### config.mk
export PLATFORM = sky130hd
export DESIGN_NAME = rsd_cfg_bank
export DESIGN_NICKNAME = d
export VERILOG_FILES = /design/src/rsd_pkg.sv /design/src/rsd_cfg_bank.sv /design/src/rsd_sync_det.sv /design/src/rsd_sdm.sv
export SDC_FILE = /design/constraint.sdc
export NUM_CORES = 1
export LEC_CHECK = 0
export BUFFER_PORTS_ARGS = -buffer_cell sky130_fd_sc_hd__buf_2
export CAP_MARGIN = 20
export CORE_MARGIN = 4
export CORE_UTILIZATION = 45
export CTS_BUF_LIST = sky130_fd_sc_hd__clkbuf_8
export DETAILED_ROUTE_END_ITERATION = 8
export HOLD_SLACK_MARGIN = 0.03
export PLACE_DENSITY = 0.64
export SLEW_MARGIN = 25
export SYNTH_ARGS = -nofsm -noshare
export SYNTH_HDL_FRONTEND = slang
export SYNTH_SLANG_ARGS = --single-unit
### constraint.sdc
create_clock -name sys_clk -period 12.9 [get_ports sys_clk]
set_input_delay 0.645 -clock sys_clk [delete_from_list [all_inputs] [get_ports sys_clk]]
set_output_delay 0.645 -clock sys_clk [all_outputs]
set_load 0.03 [all_outputs]
### src/rsd_pkg.sv
/*
 * rsd_pkg: constants for the receive-side configuration bank.
 * Assumes 32-bit configuration words whose four low bits select a register.
 */
`default_nettype none
package rsd_pkg;
	// ----------------------------------------
	// bus map (byte addresses)
	// ----------------------------------------
	localparam logic [7:0] ADDR_CFG    = 8'h00; // config word, write only
	localparam logic [7:0] ADDR_STATUS = 8'h04; // block state
	localparam logic [7:0] ADDR_RDBK   = 8'h08; // selected readback word
	localparam logic [1:0] RESP_OKAY   = 2'h0;
	localparam logic [1:0] RESP_SLVERR = 2'h2;
	// ----------------------------------------
	// register select codes
	// ----------------------------------------
	localparam logic [3:0] R_MODE  = 4'h0; // tx/rx
	localparam logic [3:0] R_RXCLK = 4'h3;
	localparam logic [3:0] R_DEMOD = 4'h4;
	localparam logic [3:0] R_SYNC  = 4'h5;
	localparam logic [3:0] R_CORR  = 4'h6;
	localparam logic [3:0] R_RDBK  = 4'h7;
	localparam logic [3:0] R_PWR   = 4'h8;
	localparam logic [3:0] R_AGC   = 4'h9;
	localparam logic [3:0] R_AFC   = 4'hb;
	localparam logic [3:0] R_TEST  = 4'hc;
	localparam logic [3:0] R_OFSG  = 4'hd;
	// ----------------------------------------
	// field positions
	// ----------------------------------------
	localparam int RX_BIT     = 27; // reg0, 1 = receive
	localparam int CDR_DIV_LO = 4;  // reg3, 8 bits
	localparam int SETUP_LO   = 23; // reg4, 3 bits
	localparam int DSEL_LO    = 4;  // reg4, 2 bits
	localparam int SYNC_LO    = 4;  // reg5, 24 bits
	localparam int CAL_BIT    = 19; // reg6
	localparam int RED_BIT    = 15; // reg6
	localparam int RBSEL_LO   = 4;  // reg7, 2 bits
	localparam int ADCPU_BIT  = 8;  // reg8
	localparam int MATCH_BIT  = 12; // reg8
	localparam int AGCLO_LO   = 4;  // reg9, 7 bits
	localparam int AGCHI_LO   = 11; // reg9, 7 bits
	localparam int AGCEN_BIT  = 18; // reg9
	localparam int LNAG_LO    = 19; // reg9, 2 bits
	localparam int AFCS_LO    = 4;  // reg11, 16 bits
	localparam int TMODE_LO   = 14; // reg12, 4 bits
	localparam int PE_LO      = 12; // reg13
	localparam int OFS_LO     = 16; // reg13, 12 bits
	localparam int GAIN_LO    = 28; // reg13, 4 bits
	// ----------------------------------------
	// codes and reset values
	// ----------------------------------------
	localparam logic [2:0] SETUP_SYNC_A = 3'h2;
	localparam logic [2:0] SETUP_SYNC_B = 3'h3;
	localparam logic [1:0] DSEL_LIN     = 2'h0;
	localparam logic [1:0] DSEL_CORR    = 2'h1;
	localparam logic [3:0] TMODE_DAC    = 4'h7;
	localparam logic [3:0] TMODE_DACOFS = 4'ha;
	localparam logic [1:0] LNA_TOP      = 2'h3; // gain of 30
	localparam logic [31:0] AGC_RST     = 32'h000231e9; // floor 30, ceiling 70
	localparam logic [3:0] SYNC_HOLD_BITS = 4'h9;
	typedef enum logic [1:0] {RSD_RB_AFC, RSD_RB_RSSI, RSD_RB_ADC, RSD_RB_CAL} rsd_rb_e;
endpackage
`default_nettype wire

### src/rsd_cfg_bank.sv
/*
 * rsd_cfg_bank: AXI4-Lite configuration bank for the receive control path.
 * Assumes demodulator bits, filter outputs and clock ticks come from logic
 * on sys_clk; readback words are supplied by the measurement blocks.
 */
// Implementation choices: the AXI4-Lite slave port and the register offsets.
`timescale 1ns/1ps
`default_nettype none
// Behaviour
// - hold 24-bit pattern, compare bit stream
// - lock pin rises on match in receive
// - lock pin falls after nine bits
// - trigger bit write starts filter calibration
// - reduced gain blocks top amplifier step
// - top gain only when reduced cleared
// - signal strength readback valid in receive
// - adc off in transmit unless powered
// - frequency readback needs linear or correlator
// - matching select resets to zero, then follows reg8 bit 12
// - test dac sigma-delta drives clock pin
// - dac on recovery clock, divider check
// - test modes seven and ten enable
// - dac fed by selected demodulator
// - offset over 4096, then power gain
module rsd_cfg_bank import rsd_pkg::*; (
	input  wire logic        sys_clk,
	input  wire logic        rst_b,
	input  wire logic        clk_en,
	// axi4-lite slave
	input  wire logic [7:0]  s_axi_awaddr,
	input  wire logic        s_axi_awvalid,
	output logic             s_axi_awready,
	input  wire logic [31:0] s_axi_wdata,
	input  wire logic [3:0]  s_axi_wstrb,
	input  wire logic        s_axi_wvalid,
	output logic             s_axi_wready,
	output logic [1:0]       s_axi_bresp,
	output logic             s_axi_bvalid,
	input  wire logic        s_axi_bready,
	input  wire logic [7:0]  s_axi_araddr,
	input  wire logic        s_axi_arvalid,
	output logic             s_axi_arready,
	output logic [31:0]      s_axi_rdata,
	output logic [1:0]       s_axi_rresp,
	output logic             s_axi_rvalid,
	input  wire logic        s_axi_rready,
	// receive datapath
	input  wire logic        rx_bit,
	input  wire logic        rx_bit_en,
	input  wire logic [15:0] lin_filt,
	input  wire logic [15:0] corr_filt,
	input  wire logic        recovery_clock,
	// measurement words
	input  wire logic [15:0] afc_word,
	input  wire logic [15:0] rssi_word,
	input  wire logic [15:0] adc_word,
	input  wire logic [15:0] cal_word,
	// control outputs
	output logic             int_lock_pin,
	output logic             clock_output_pin,
	output logic             filter_cal_start,
	output logic [1:0]       lna_gain_code,
	output logic             matching_select,
	output logic             adc_powered,
	output logic             recovery_enable,
	output logic [15:0]      afc_scale
);
	// ----------------------------------------
	// function
	// ----------------------------------------
	// clamp a wide value to signed 16 bits
	function automatic logic [15:0] sat16(input logic signed [47:0] x);
		if (x > 48'sh7fff) sat16 = 16'h7fff;
		else if (x < -48'sh8000) sat16 = 16'h8000;
		else sat16 = x[15:0];
	endfunction

	// ----------------------------------------
	// register storage
	// ----------------------------------------
	logic [31:0] regs_ff [16];  // one word per select code
	logic [7:0]  awaddr_ff;     // latched write address
	logic        aw_have_ff;    // address held
	logic [31:0] wdata_ff;      // latched write data
	logic [3:0]  wstrb_ff;      // latched strobes
	logic        w_have_ff;     // data held
	logic        bvalid_ff;
	logic [1:0]  bresp_ff;
	logic        rvalid_ff;
	logic [31:0] rdata_ff;
	logic [1:0]  rresp_ff;
	logic        cal_ff;        // one-cycle calibration pulse
	logic [1:0]  lna_ff;
	logic        match_ff;
	logic        adcpu_ff;
	logic        recen_ff;
	logic [15:0] afcs_ff;
	logic        clock_output_pin_ff;
	logic [3:0]  pe_cnt_ff;     // recovery ticks in current bit

	// ----------------------------------------
	// write decode
	// ----------------------------------------
	wire        wr_fire  = aw_have_ff && w_have_ff && !bvalid_ff;
	wire        wr_ok    = (awaddr_ff == ADDR_CFG) && (wstrb_ff == 4'hf);
	wire        wr_do    = wr_fire && wr_ok;
	wire [3:0]  wr_sel   = wdata_ff[3:0];

	// ----------------------------------------
	// field views
	// ----------------------------------------
	wire        rx_mode  = regs_ff[R_MODE][RX_BIT];
	wire [7:0]  cdr_div  = regs_ff[R_RXCLK][CDR_DIV_LO +: 8];
	wire [2:0]  setup    = regs_ff[R_DEMOD][SETUP_LO +: 3];
	wire [1:0]  dsel     = regs_ff[R_DEMOD][DSEL_LO +: 2];
	wire [23:0] sync_pat = regs_ff[R_SYNC][SYNC_LO +: 24];
	wire        reduced  = regs_ff[R_CORR][RED_BIT];
	wire [1:0]  rb_sel   = regs_ff[R_RDBK][RBSEL_LO +: 2];
	wire        adc_req  = regs_ff[R_PWR][ADCPU_BIT];
	wire        agc_on   = regs_ff[R_AGC][AGCEN_BIT];
	wire [1:0]  lna_req  = regs_ff[R_AGC][LNAG_LO +: 2];
	wire [3:0]  tmode    = regs_ff[R_TEST][TMODE_LO +: 4];
	wire [3:0]  pe_code  = regs_ff[R_OFSG][PE_LO +: 4];
	wire [11:0] ofs      = regs_ff[R_OFSG][OFS_LO +: 12];
	wire [3:0]  tgain    = regs_ff[R_OFSG][GAIN_LO +: 4];

	wire        det_en   = rx_mode && (setup == SETUP_SYNC_A || setup == SETUP_SYNC_B);
	wire        dm_lin   = dsel == DSEL_LIN;
	wire        dm_corr  = dsel == DSEL_CORR;

	// ----------------------------------------
	// readback validity
	// ----------------------------------------
	// rssi only in receive
	wire        v_rssi   = rx_mode;
	wire        v_afc    = rx_mode && (dm_lin || dm_corr);
	// adc off in tx by default
	wire        adc_on   = rx_mode ? !agc_on : adc_req;
	wire        rb_valid = (rb_sel == RSD_RB_AFC)  ? v_afc :
	                       (rb_sel == RSD_RB_RSSI) ? v_rssi :
	                       (rb_sel == RSD_RB_ADC)  ? adc_on : 1'b1;
	// invalid words read as zero so stale data is never mistaken
	wire [15:0] rb_word  = !rb_valid ? 16'h0000 :
	                       (rb_sel == RSD_RB_AFC)  ? afc_word :
	                       (rb_sel == RSD_RB_RSSI) ? rssi_word :
	                       (rb_sel == RSD_RB_ADC)  ? adc_word : cal_word;

	// ----------------------------------------
	// read decode
	// ----------------------------------------
	wire [31:0] status   = {24'h000000, rb_valid, recen_ff, clock_output_pin_ff,
	                        cal_ff, adcpu_ff, det_en, int_lock_pin, rx_mode};
	wire        rd_st    = s_axi_araddr == ADDR_STATUS;
	wire        rd_rb    = s_axi_araddr == ADDR_RDBK;
	wire        rd_cfg   = s_axi_araddr == ADDR_CFG;
	wire        rd_map   = rd_st || rd_rb || rd_cfg;
	wire [31:0] rd_mux   = rd_st ? status : rd_rb ? {16'h0000, rb_word} : 32'h00000000;

	// ----------------------------------------
	// test dac datapath
	// ----------------------------------------
	// modes seven and ten
	wire        dac_on   = (tmode == TMODE_DAC) || (tmode == TMODE_DACOFS);
	wire        ofs_on   = tmode == TMODE_DACOFS;
	wire [15:0] dac_src  = dm_corr ? corr_filt : lin_filt;
	wire signed [31:0] ofs_diff = {{4{dac_src[15]}}, dac_src, 12'h000}
	                              - (ofs_on ? {20'h00000, ofs} : 32'h00000000);
	wire signed [47:0] gained   = 48'(ofs_diff) <<< tgain;
	wire [15:0] dac_in   = sat16(gained >>> 12);
	wire        rec_tick = recovery_clock && dac_on;
	wire        sdm_tick = rec_tick && (pe_cnt_ff == pe_code);
	wire        sdm_bit;

	// ----------------------------------------
	// submodules
	// ----------------------------------------
	// stored pattern compare
	rsd_sync_det u_sync (
		.sys_clk (sys_clk),
		.rst_b   (rst_b),
		.clk_en  (clk_en),
		.det_en  (det_en),
		.bit_en  (rx_bit_en),
		.bit_in  (rx_bit),
		.pattern (sync_pat),
		.lock    (int_lock_pin)
	);

	rsd_sdm u_sdm (
		.sys_clk (sys_clk),
		.rst_b   (rst_b),
		.clk_en  (clk_en),
		.tick    (sdm_tick),
		.din     (dac_in),
		.bit_out (sdm_bit)
	);

	// ----------------------------------------
	// axi write channel
	// ----------------------------------------
	always_ff @(posedge sys_clk) begin
		if (!rst_b) begin
			aw_have_ff <= 1'b0;
			w_have_ff  <= 1'b0;
			awaddr_ff  <= 8'h00;
			wdata_ff   <= 32'h00000000;
			wstrb_ff   <= 4'h0;
			bvalid_ff  <= 1'b0;
			bresp_ff   <= RESP_OKAY;
		end else if (clk_en) begin
			// take address and data in either order
			if (s_axi_awvalid && s_axi_awready) begin
				aw_have_ff <= 1'b1;
				awaddr_ff  <= s_axi_awaddr;
			end
			if (s_axi_wvalid && s_axi_wready) begin
				w_have_ff <= 1'b1;
				wdata_ff  <= s_axi_wdata;
				wstrb_ff  <= s_axi_wstrb;
			end
			// both present: commit and answer
			if (wr_fire) begin
				aw_have_ff <= 1'b0;
				w_have_ff  <= 1'b0;
				bvalid_ff  <= 1'b1;
				bresp_ff   <= wr_ok ? RESP_OKAY : RESP_SLVERR;
			end else if (bvalid_ff && s_axi_bready) begin
				bvalid_ff <= 1'b0;
			end
		end
	end

	assign s_axi_awready = !aw_have_ff && !bvalid_ff;
	assign s_axi_wready  = !w_have_ff && !bvalid_ff;
	assign s_axi_bvalid  = bvalid_ff;
	assign s_axi_bresp   = bresp_ff;

	// ----------------------------------------
	// register bank
	// ----------------------------------------
	// partial strobes are refused: a config word only makes sense whole
	always_ff @(posedge sys_clk) begin
		if (!rst_b) begin
			for (int i = 0; i < 16; i++) begin
				regs_ff[i] <= 32'h00000000;
			end
			regs_ff[R_AGC] <= AGC_RST;
		end else if (clk_en && wr_do) begin
			regs_ff[wr_sel] <= wdata_ff;
		end
	end

	// ----------------------------------------
	// axi read channel
	// ----------------------------------------
	always_ff @(posedge sys_clk) begin
		if (!rst_b) begin
			rvalid_ff <= 1'b0;
			rdata_ff  <= 32'h00000000;
			rresp_ff  <= RESP_OKAY;
		end else if (clk_en) begin
			if (s_axi_arvalid && s_axi_arready) begin
				rvalid_ff <= 1'b1;
				rdata_ff  <= rd_mux;
				rresp_ff  <= rd_map ? RESP_OKAY : RESP_SLVERR;
			end else if (rvalid_ff && s_axi_rready) begin
				rvalid_ff <= 1'b0;
			end
		end
	end

	assign s_axi_arready = !rvalid_ff;
	assign s_axi_rvalid  = rvalid_ff;
	assign s_axi_rdata   = rdata_ff;
	assign s_axi_rresp   = rresp_ff;

	// ----------------------------------------
	// control outputs
	// ----------------------------------------
	always_ff @(posedge sys_clk) begin
		if (!rst_b) begin
			cal_ff   <= 1'b0;
			lna_ff   <= 2'h0;
			match_ff <= 1'b0;
			adcpu_ff <= 1'b0;
			recen_ff <= 1'b0;
			afcs_ff  <= 16'h0000;
		end else if (clk_en) begin
			cal_ff   <= wr_do && (wr_sel == R_CORR) && wdata_ff[CAL_BIT];
			lna_ff   <= (reduced && lna_req == LNA_TOP) ? LNA_TOP - 2'h1 : lna_req;
			match_ff <= regs_ff[R_PWR][MATCH_BIT];
			adcpu_ff <= adc_on;
			// divider of one or zero stops recovery
			recen_ff <= cdr_div > 8'h01;
			afcs_ff  <= regs_ff[R_AFC][AFCS_LO +: 16];
		end
	end

	assign filter_cal_start = cal_ff;
	assign lna_gain_code    = lna_ff;
	assign matching_select  = match_ff;
	assign adc_powered      = adcpu_ff;
	assign recovery_enable  = recen_ff;
	assign afc_scale        = afcs_ff;

	// ----------------------------------------
	// pulse stretch and pin drive
	// ----------------------------------------
	always_ff @(posedge sys_clk) begin
		if (!rst_b) begin
			pe_cnt_ff <= 4'h0;
			clock_output_pin_ff <= 1'b0;
		end else if (clk_en) begin
			if (sdm_tick) pe_cnt_ff <= 4'h0;
			else if (rec_tick) pe_cnt_ff <= pe_cnt_ff + 4'h1;
			clock_output_pin_ff <= dac_on && sdm_bit;
		end
	end

	assign clock_output_pin = clock_output_pin_ff;

	// ----------------------------------------
	// checks
	// ----------------------------------------
	cal_pulse_a: assert property (@(posedge sys_clk) disable iff (!rst_b)
		clk_en && wr_do && wr_sel == R_CORR && wdata_ff[CAL_BIT] |=> filter_cal_start ##1 !filter_cal_start)
		else $error("calibration pulse missing");
	reduced_gain_a: assert property (@(posedge sys_clk) disable iff (!rst_b)
		clk_en && reduced ##1 clk_en && reduced |-> lna_gain_code != LNA_TOP)
		else $error("top gain while reduced");
	top_gain_a: assert property (@(posedge sys_clk) disable iff (!rst_b)
		clk_en && !reduced && lna_req == LNA_TOP |=> lna_gain_code == LNA_TOP)
		else $error("top gain withheld");
	match_reset_a: assert property (@(posedge sys_clk)
		!rst_b |=> !matching_select)
		else $error("matching select not cleared");
	rssi_valid_a: assert property (@(posedge sys_clk) disable iff (!rst_b)
		rb_sel == RSD_RB_RSSI && !rx_mode |-> !status[7] && rb_word == 16'h0000)
		else $error("rssi valid outside receive");
	afc_valid_a: assert property (@(posedge sys_clk) disable iff (!rst_b)
		rb_sel == RSD_RB_AFC && rx_mode && !dm_lin && !dm_corr |-> !rb_valid)
		else $error("afc valid without demod");
	adc_off_a: assert property (@(posedge sys_clk) disable iff (!rst_b)
		clk_en && !rx_mode && !adc_req |=> !adc_powered)
		else $error("adc on in transmit");
	dac_off_a: assert property (@(posedge sys_clk) disable iff (!rst_b)
		clk_en && !dac_on ##1 clk_en && !dac_on |=> !clock_output_pin)
		else $error("clock pin driven while dac off");
	det_off_a: assert property (@(posedge sys_clk) disable iff (!rst_b)
		clk_en && !det_en |=> !int_lock_pin)
		else $error("lock pin without detection");
	stretch_a: assert property (@(posedge sys_clk) disable iff (!rst_b)
		clk_en && rec_tick && pe_cnt_ff == pe_code |=> pe_cnt_ff == 4'h0)
		else $error("stretch count not restarted");
	bvalid_hold_a: assert property (@(posedge sys_clk) disable iff (!rst_b)
		s_axi_bvalid && !s_axi_bready |=> s_axi_bvalid && $stable(s_axi_bresp))
		else $error("write answer dropped");
endmodule
`default_nettype wire

### src/rsd_sync_det.sv
/*
 * rsd_sync_det: 24-bit sync word matcher with a timed lock indication.
 * Assumes one received bit per bit_en pulse, msb of the word arriving first.
 */
`timescale 1ns/1ps
`default_nettype none
module rsd_sync_det import rsd_pkg::*; (
	input  wire logic        sys_clk,
	input  wire logic        rst_b,
	input  wire logic        clk_en,
	input  wire logic        det_en,
	input  wire logic        bit_en,
	input  wire logic        bit_in,
	input  wire logic [23:0] pattern,
	output logic             lock
);
	logic [23:0] shift_ff;  // newest bit at lsb
	logic [3:0]  cnt_ff;    // bits seen since match
	wire  [23:0] nxt_shift = {shift_ff[22:0], bit_in};
	wire         hit       = det_en && bit_en && (nxt_shift == pattern);
	// ----------------------------------------
	// shift and lock timing
	// ----------------------------------------
	always_ff @(posedge sys_clk) begin
		if (!rst_b) begin
			shift_ff <= 24'h000000;
			cnt_ff   <= 4'h0;
			lock     <= 1'b0;
		end else if (clk_en) begin
			if (bit_en) shift_ff <= nxt_shift;
			if (!det_en) begin
				lock <= 1'b0;
			end else if (hit) begin
				lock   <= 1'b1;
				cnt_ff <= 4'h0;
			end else if (lock && bit_en) begin
				cnt_ff <= cnt_ff + 4'h1;
				if (cnt_ff == SYNC_HOLD_BITS - 4'h1) lock <= 1'b0;
			end
		end
	end
	lock_drop_a: assert property (@(posedge sys_clk) disable iff (!rst_b)
		clk_en && lock && bit_en && !hit && cnt_ff == SYNC_HOLD_BITS - 4'h1 |=> !lock)
		else $error("lock held past nine bits");
endmodule
`default_nettype wire

### src/rsd_sdm.sv
/*
 * rsd_sdm: second-order error-feedback sigma-delta, one bit out.
 * Assumes tick marks the recovery clock rate; din is signed 16-bit.
 */
`timescale 1ns/1ps
`default_nettype none
module rsd_sdm (
	input  wire logic        sys_clk,
	input  wire logic        rst_b,
	input  wire logic        clk_en,
	input  wire logic        tick,
	input  wire logic [15:0] din,
	output logic             bit_out
);
	logic signed [19:0] e1_ff; // last error
	logic signed [19:0] e2_ff; // error before that
	// v = x + 2e1 - e2, quantised to full scale
	wire signed [19:0] v = 20'(signed'(din)) + (e1_ff <<< 1) - e2_ff;
	wire signed [19:0] q = v[19] ? -20'sh08000 : 20'sh07fff;
	// ----------------------------------------
	// modulator state
	// ----------------------------------------
	always_ff @(posedge sys_clk) begin
		if (!rst_b) begin
			e1_ff   <= 20'sh00000;
			e2_ff   <= 20'sh00000;
			bit_out <= 1'b0;
		end else if (clk_en && tick) begin
			e2_ff   <= e1_ff;
			e1_ff   <= v - q;
			bit_out <= !v[19];
		end
	end
endmodule
`default_nettype wire

# == Word-level counts from Yosys, hierarchy flattened ==
# Memory sizes are Yosys's and may differ from the RTL's. A register that Yosys moved wholly into a read port is not among the register bits.
# Cells that the tools add are included.
# Widths: inputs -> output; s select.
# op_classes
div,0
n_eq_ne,17
n_mux,42
add_sub_neg,6
shifts,1
n_reduce_logical,59
n_mul,0
magnitude_cmp,3
bitwise,1
# op_table
operator,n
$mux 16,9
$mux 32,2
$sshl 29x4->48,1
$sub 20x20->20,2
$gt 36x16->1 const B,1
$lt 36x16->1 const B,1
$reduce_or 32->1,1
$sub 28x13->29,1
$eq 24x24->1,1
$logic_and 1x1->1,24
$mux 1,21
$add 16x20->20,1
$mux 20,1
$mux 4,5
$reduce_and 2->1,10
$logic_not 8->1,2
$eq 4x4->1 const B,3
$mux 12,1
$reduce_bool 2->1,6
$add 4x1->4 const B,2
$eq 4x3->1 const B,2
$eq 8x3->1 const B,1
$eq 8x4->1 const B,1
$gt 8x1->1 const B,1
11 further kinds,29
# totals
romBits,0
elab_cells,153
latchBits,0
out_inout_bits,65
register_bits,164
ram_bits,512
inputBits,159
n_memories,1
# memory_table
memory,words,word_bits,read_ports,rd_ports_with_merged_regs,write_ports,line,rtl
regs_ff,16,32,11,1,16,rsd_cfg_bank.sv:81,logic [31:0] regs_ff [16];

# == Logic depth before layout (Yosys ltp) ==
# An unclocked memory read counts as a cell.
# depth
ltp_word,12
depth_mapped,40
mapped_depth_nobuf,36

# == Cells and area by module ==
# From an unflattened synthesis, not the netlist that was laid out.
# hier_totals
cells_unflattened,1880
hier_area_um2,16201.8
# modules_own_cells
module,cells_each,area_per_inst_um2,seq_area_each_um2,n_inst
rsd_cfg_bank,1147,10617.7,4384.2,1
rsd_sdm,561,4131.5,820.8,1
rsd_sync_det,172,1452.6,560.5,1

# == Worst setup path after synthesis ==
# No wires, ideal clock.
# synth_timing
path_kind,in2reg
start,input corr_filt[1]
end,register u_sdm.e1_ff[17]
stages,35
arrival_time_ns,9.870
required_ns,12.781
slack_ns,2.911
n_path_buf,5
setup_time_ns,0.119
cell_sequence,or4b_4 o31a_4 or4_1 buf_6 or4_4 and2_4 mux4_2 mux2_4 a2111o_1 o31ai_4 buf_6 a31oi_1 fa_1 ha_1 fa_1 a211oi_1 o21ba_2 o221ai_1 a21oi_1 a21oi_1 a211oi_2 clkbuf_1 buf_2 ha_1 o21ai_0 nand2b_1 or2_2 buf_2 and3_1 a311oi_1 a211oi_1 a21oi_1 o31ai_1 or3b_2 nor3b_1
# synth_between
elab_chain_len,10
elab_cells_between_ends,11
classes_between,add/sub (4); order compare (2); shift (1); mux (4)
# synth_lines
element,line,rtl
"start, declared",rsd_cfg_bank.sv:51,"input wire logic [15:0] corr_filt,"
$mux 16 *,rsd_cfg_bank.sv:165,wire [15:0] dac_src = dm_corr ? corr_filt : lin_filt;
$sub 28x13->29 *,rsd_cfg_bank.sv:167,"- (ofs_on ? {20'h00000, ofs} : 32'h00000000);"
$sshl 29x4->48 *,rsd_cfg_bank.sv:168,wire signed [47:0] gained = 48'(ofs_diff) <<< tgain;
$lt 36x16->1,rsd_cfg_bank.sv:74,else if (x < -48'sh8000) sat16 = 16'h8000;
$mux 16,rsd_cfg_bank.sv:74,
$mux 16 *,rsd_cfg_bank.sv:73,if (x > 48'sh7fff) sat16 = 16'h7fff;
$add 16x20->20 *,rsd_sdm.sv:18,wire signed [19:0] v = 20'(signed'(din)) + (e1_ff <<< 1) - e2_ff;
$sub 20x20->20 *,rsd_sdm.sv:18,
$mux 20,rsd_sdm.sv:19,wire signed [19:0] q = v[19] ? -20'sh08000 : 20'sh07fff;
$sub 20x20->20 *,rsd_sdm.sv:30,e1_ff <= v - q;
"end signal, assigned",rsd_sdm.sv:30,
"end, declared",rsd_sdm.sv:15,logic signed [19:0] e1_ff;
# Mark *: on every way between the ends. The rest lies on a longest branch, timed or not.
# A chain may end at the register's enable or synchronous reset.

==> results.cfg <==
[grt]
grt-ovfl-total = 0
number_of_antenna_violations_at_the_first_check_in_global_routing = 2
grt_first_pass_wirelength_um = 69750
pin_count_of_the_biggest_net_entering_global_routing = 105
via_count_of_the_first_global_routing_pass = 13510
grt.total_usage_pct = 22.16

[synthesis]
synth-simple-area-share_pct = 21.41
number_of_flops_mapped_to_enable_cells_by_yosys = 84
yosys.area_share.xor_xnor_pct = 4.784
postSynth.asyncResetShare_pct = 0
ys_ff_latch = 246
yosys_most_used_dff = sky130_fd_sc_hd__dfxtp_1
synth_sequential_area_ratio_pct = 37.05
syn_avg_cell_area_um2 = 8.836
largest_family_of_logic_cells_by_synthesized_area = simple AND/OR/NAND/NOR gates
synthesis.yosys.warnings = 0
synth_fa_ha_area_share_pct = 4.937
synthesis.area_um2 = 15560
synth_compound_gate_area_share_pct = 16.27
synthMuxAreaShare_pct = 10.82
number_of_distinct_library_cell_variants_in_the_gate_level_netlist_after_synthesis = 95
postSynthCellCount = 1761

[finish]
final_cell_mix = sky130_fd_sc_hd__nand2_1 (243), sky130_fd_sc_hd__buf_2 (205), sky130_fd_sc_hd__nor2_1 (169)
num-fill-cells = 3200
area_growth_syn_to_layout_pct = 14.46
final_common_cell = sky130_fd_sc_hd__nand2_1
multi_input_gate_area_um2 = 9156
final_net_count = 2141
seqCellArea_um2 = 5766
finalNonFillerCells = 2415
drive_above_1_share_pct = 18.26

[drt]
maxUsedRoutingLayer = met5
met1_length_um = 18370
drt-wirelength-per-cell_um = 17.91
vias_per_cell = 5.596
met2_length_um = 21430
route.vias.total = 13520
drt_wl_total_um = 43250
first_iter_violations = 970
drtAntennaViolNets = 0
first_pass_iteration_count_of_the_detailed_router = 5
routed-wl-met3_um = 2156
route.detailed.drc = 0

[hold_path]
timing.hold.worst.class = primary input to register

[critical_path]
critPathArrivalTime_ns = 11.73
critPathSlowestCell = sky130_fd_sc_hd__a211oi_4
setup.worst_path.class = register to register
worst_setup_path_end_kind = register
crit_path_max_incr_delay_ns = 0.79
crit_required_ns = 13.38
critPathMaxFanout = 17
startpoint_types = register

[pwr]
cell_internal_pwr_w = 0.001484
p_leak_nw = 7.076
sw_frac_of_total_pct = 32.31
totalPowerFinal_w = 0.002192
worst_supply_voltage_drop_on_vdd_v = 0.00008368
pwr-share-comb_pct = 26.8
power_density_nw_per_um2 = 123.1
seq_power_share_pct = 38.4
net-switching-power_w = 0.0007082
power.share.clock_pct = 34.8

[cts]
cts-resized-gates = 0
htree_levels = 2
clock_sink_count = 246
tritoncts = yes
clock_latency_ns = 0.58
numCtsBuffers = 42
post_cts.repair.setup_buffers = 0
cts.hold.buffers_added = 0
clk_root_buffer_cell = sky130_fd_sc_hd__clkbuf_8
clk_pin_slew_worst_paths_ns = 0.07
ctsLongestPathBuffers = 3

[sta]
report.final.setup_viol = 0
slew_violations = 0
grt_setup_unrepaired = no
max_freq_mhz = 88.87
fin_tns_setup_ns = 0
slew_headroom_pct = 33.07
finalCriticalPeriod_ns = 11.25
finClkSkew_ns = 0.04113
max_slew.worst_pin.slew_ns = 1.004
hold_violations = 0
final.period_utilization_pct = 87.23

[outcome]
outcome = finished clean

[floorplanning]
initial_utilization_pct = 46.06
core_region_area_um2 = 33780
dieArea_um2 = 37620
num_rows = 67
design.portCount = 224
floorplan.die.width_um = 194.0
die_y_extent_um = 194.0

[place]
post-dp-hpwl_um = 32310
gp_routability_congestion = 0.8659
numPortBuffers = 205
dp.cells = 2336

[run]
drv.max_cap_violation_count = 0
## logic make-up after synthesis
kind of cell,Yosys count
AND/OR/NAND/NOR,691
flip-flops,246
other,1
buffers and inverters,171
multiplexers,133
XOR/XNOR,85
AO/OA/AOI/OAI,384
adder cells (fa/ha/maj),50
## area by class of cell
type | count | share of cell area, %
multi-input combinational | 1361 | 51.41
tap | 448 | 3.147
antenna | 1 | 0.01405
clock buffer | 53 | 4.096
sequential | 246 | 32.37
timing repair buffer | 224 | 6.625
clock inverter | 25 | 1.117
inverter | 57 | 1.215
## worst paths after layout
path                  startpoint               to  slack [ns]  cells past startpoint
setup / recovery   regs_ff[4][5]  u_sdm.e1_ff[18]        1.65                     32
hold / removal    s_axi_wdata[1]      wdata_ff[1]        0.31                      3
setup reg to reg   regs_ff[4][5]  u_sdm.e1_ff[18]        1.65                     32
hold reg to reg   s_axi_rdata[7]   s_axi_rdata[7]        0.45                      2
## flip-flops by register name, summed over array words and instances (netlist names), 2 cells and up
name,cells
u_sdm.e1_ff,20
s_axi_rdata,16
wdata_ff,32
awaddr_ff,8
regs_ff,84
wstrb_ff,4
u_sync.cnt_ff,4
u_sync.shift_ff,23
u_sdm.e2_ff,20
afc_scale,16
pe_cnt_ff,4
lna_gain_code,2
## Yosys cell counts, types with 15 or more instances
library cell                 n  area (um^2)
sky130_fd_sc_hd__nand2_1   243        912.1
sky130_fd_sc_hd__nor2_1    169        634.4
sky130_fd_sc_hd__dfxtp_1   162         3243
sky130_fd_sc_hd__a21oi_1   143        715.7
sky130_fd_sc_hd__and2_1     91        569.3
sky130_fd_sc_hd__mux2i_1    89        890.9
sky130_fd_sc_hd__edfxtp_1   84         2522
sky130_fd_sc_hd__clkbuf_1   78        292.8
sky130_fd_sc_hd__inv_1      56        210.2
sky130_fd_sc_hd__o21ai_0    48        240.2
sky130_fd_sc_hd__xnor2_1    45        394.1
sky130_fd_sc_hd__xor2_1     40        350.3
sky130_fd_sc_hd__nor3_1     37        185.2
sky130_fd_sc_hd__nand3_1    36        180.2
sky130_fd_sc_hd__ha_1       31        387.9
sky130_fd_sc_hd__a31oi_1    27        168.9
sky130_fd_sc_hd__mux4_2     26        585.6
sky130_fd_sc_hd__a211oi_1   22        165.2
sky130_fd_sc_hd__fa_1       19        380.4
sky130_fd_sc_hd__buf_4      18        135.1
sky130_fd_sc_hd__nor4_1     18        112.6
sky130_fd_sc_hd__mux2_2     16        180.2
sky130_fd_sc_hd__nand4_1    16        100.1
sky130_fd_sc_hd__a21o_1     15        112.6
## power groups by stage
stage | registers [W] | logic (W) | clock network [W]
2_1_floorplan | 0.000858 | 0.000432 | 0
5_1_grt | 0.000843 | 0.000649 | 0.000818
3_5_place_dp | 0.000858 | 0.000577 | 0
3_3_place_gp | 0.000858 | 0.000573 | 0
4_1_cts | 0.000841 | 0.000582 | 0.000784
6_report | 0.000841 | 0.000587 | 0.000764
## stage by stage
step | util (%) | setup slack [ns] | area [um^2] | hold WS, ns
CTS | 52.68 | 1.779 | 17800 | 0.2605
floorplan | - | 2.911 | 15620 | 0.4311
global route | 52.72 | 0.8431 | 17810 | 0.2839
detailed placement | 49.94 | 1.871 | 16870 | 0.4445
global placement | 49.89 | 2.131 | 16850 | 0.4378
finish | 52.72 | 1.648 | 17810 | 0.3051
## routing by layer
metal / track usage, % / up-vias
met3: 3.736 / 78
met5: 0 / -
met4: 7.891 / 2
met1: 27.70 / 6455
li1: - / 6642
met2: 38.77 / 338
## worst max-delay path: cells and delay by family (launching register included)
kind            cells  cell delay [ns]
simple gates        8             3.04
flops               1             0.51
mux                 2             0.81
xor+xnor            1             0.20
buf+inv             2             0.51
fa+ha+maj           4             1.38
compound gates     15             4.70
Power figures use the tool's default switching activity.
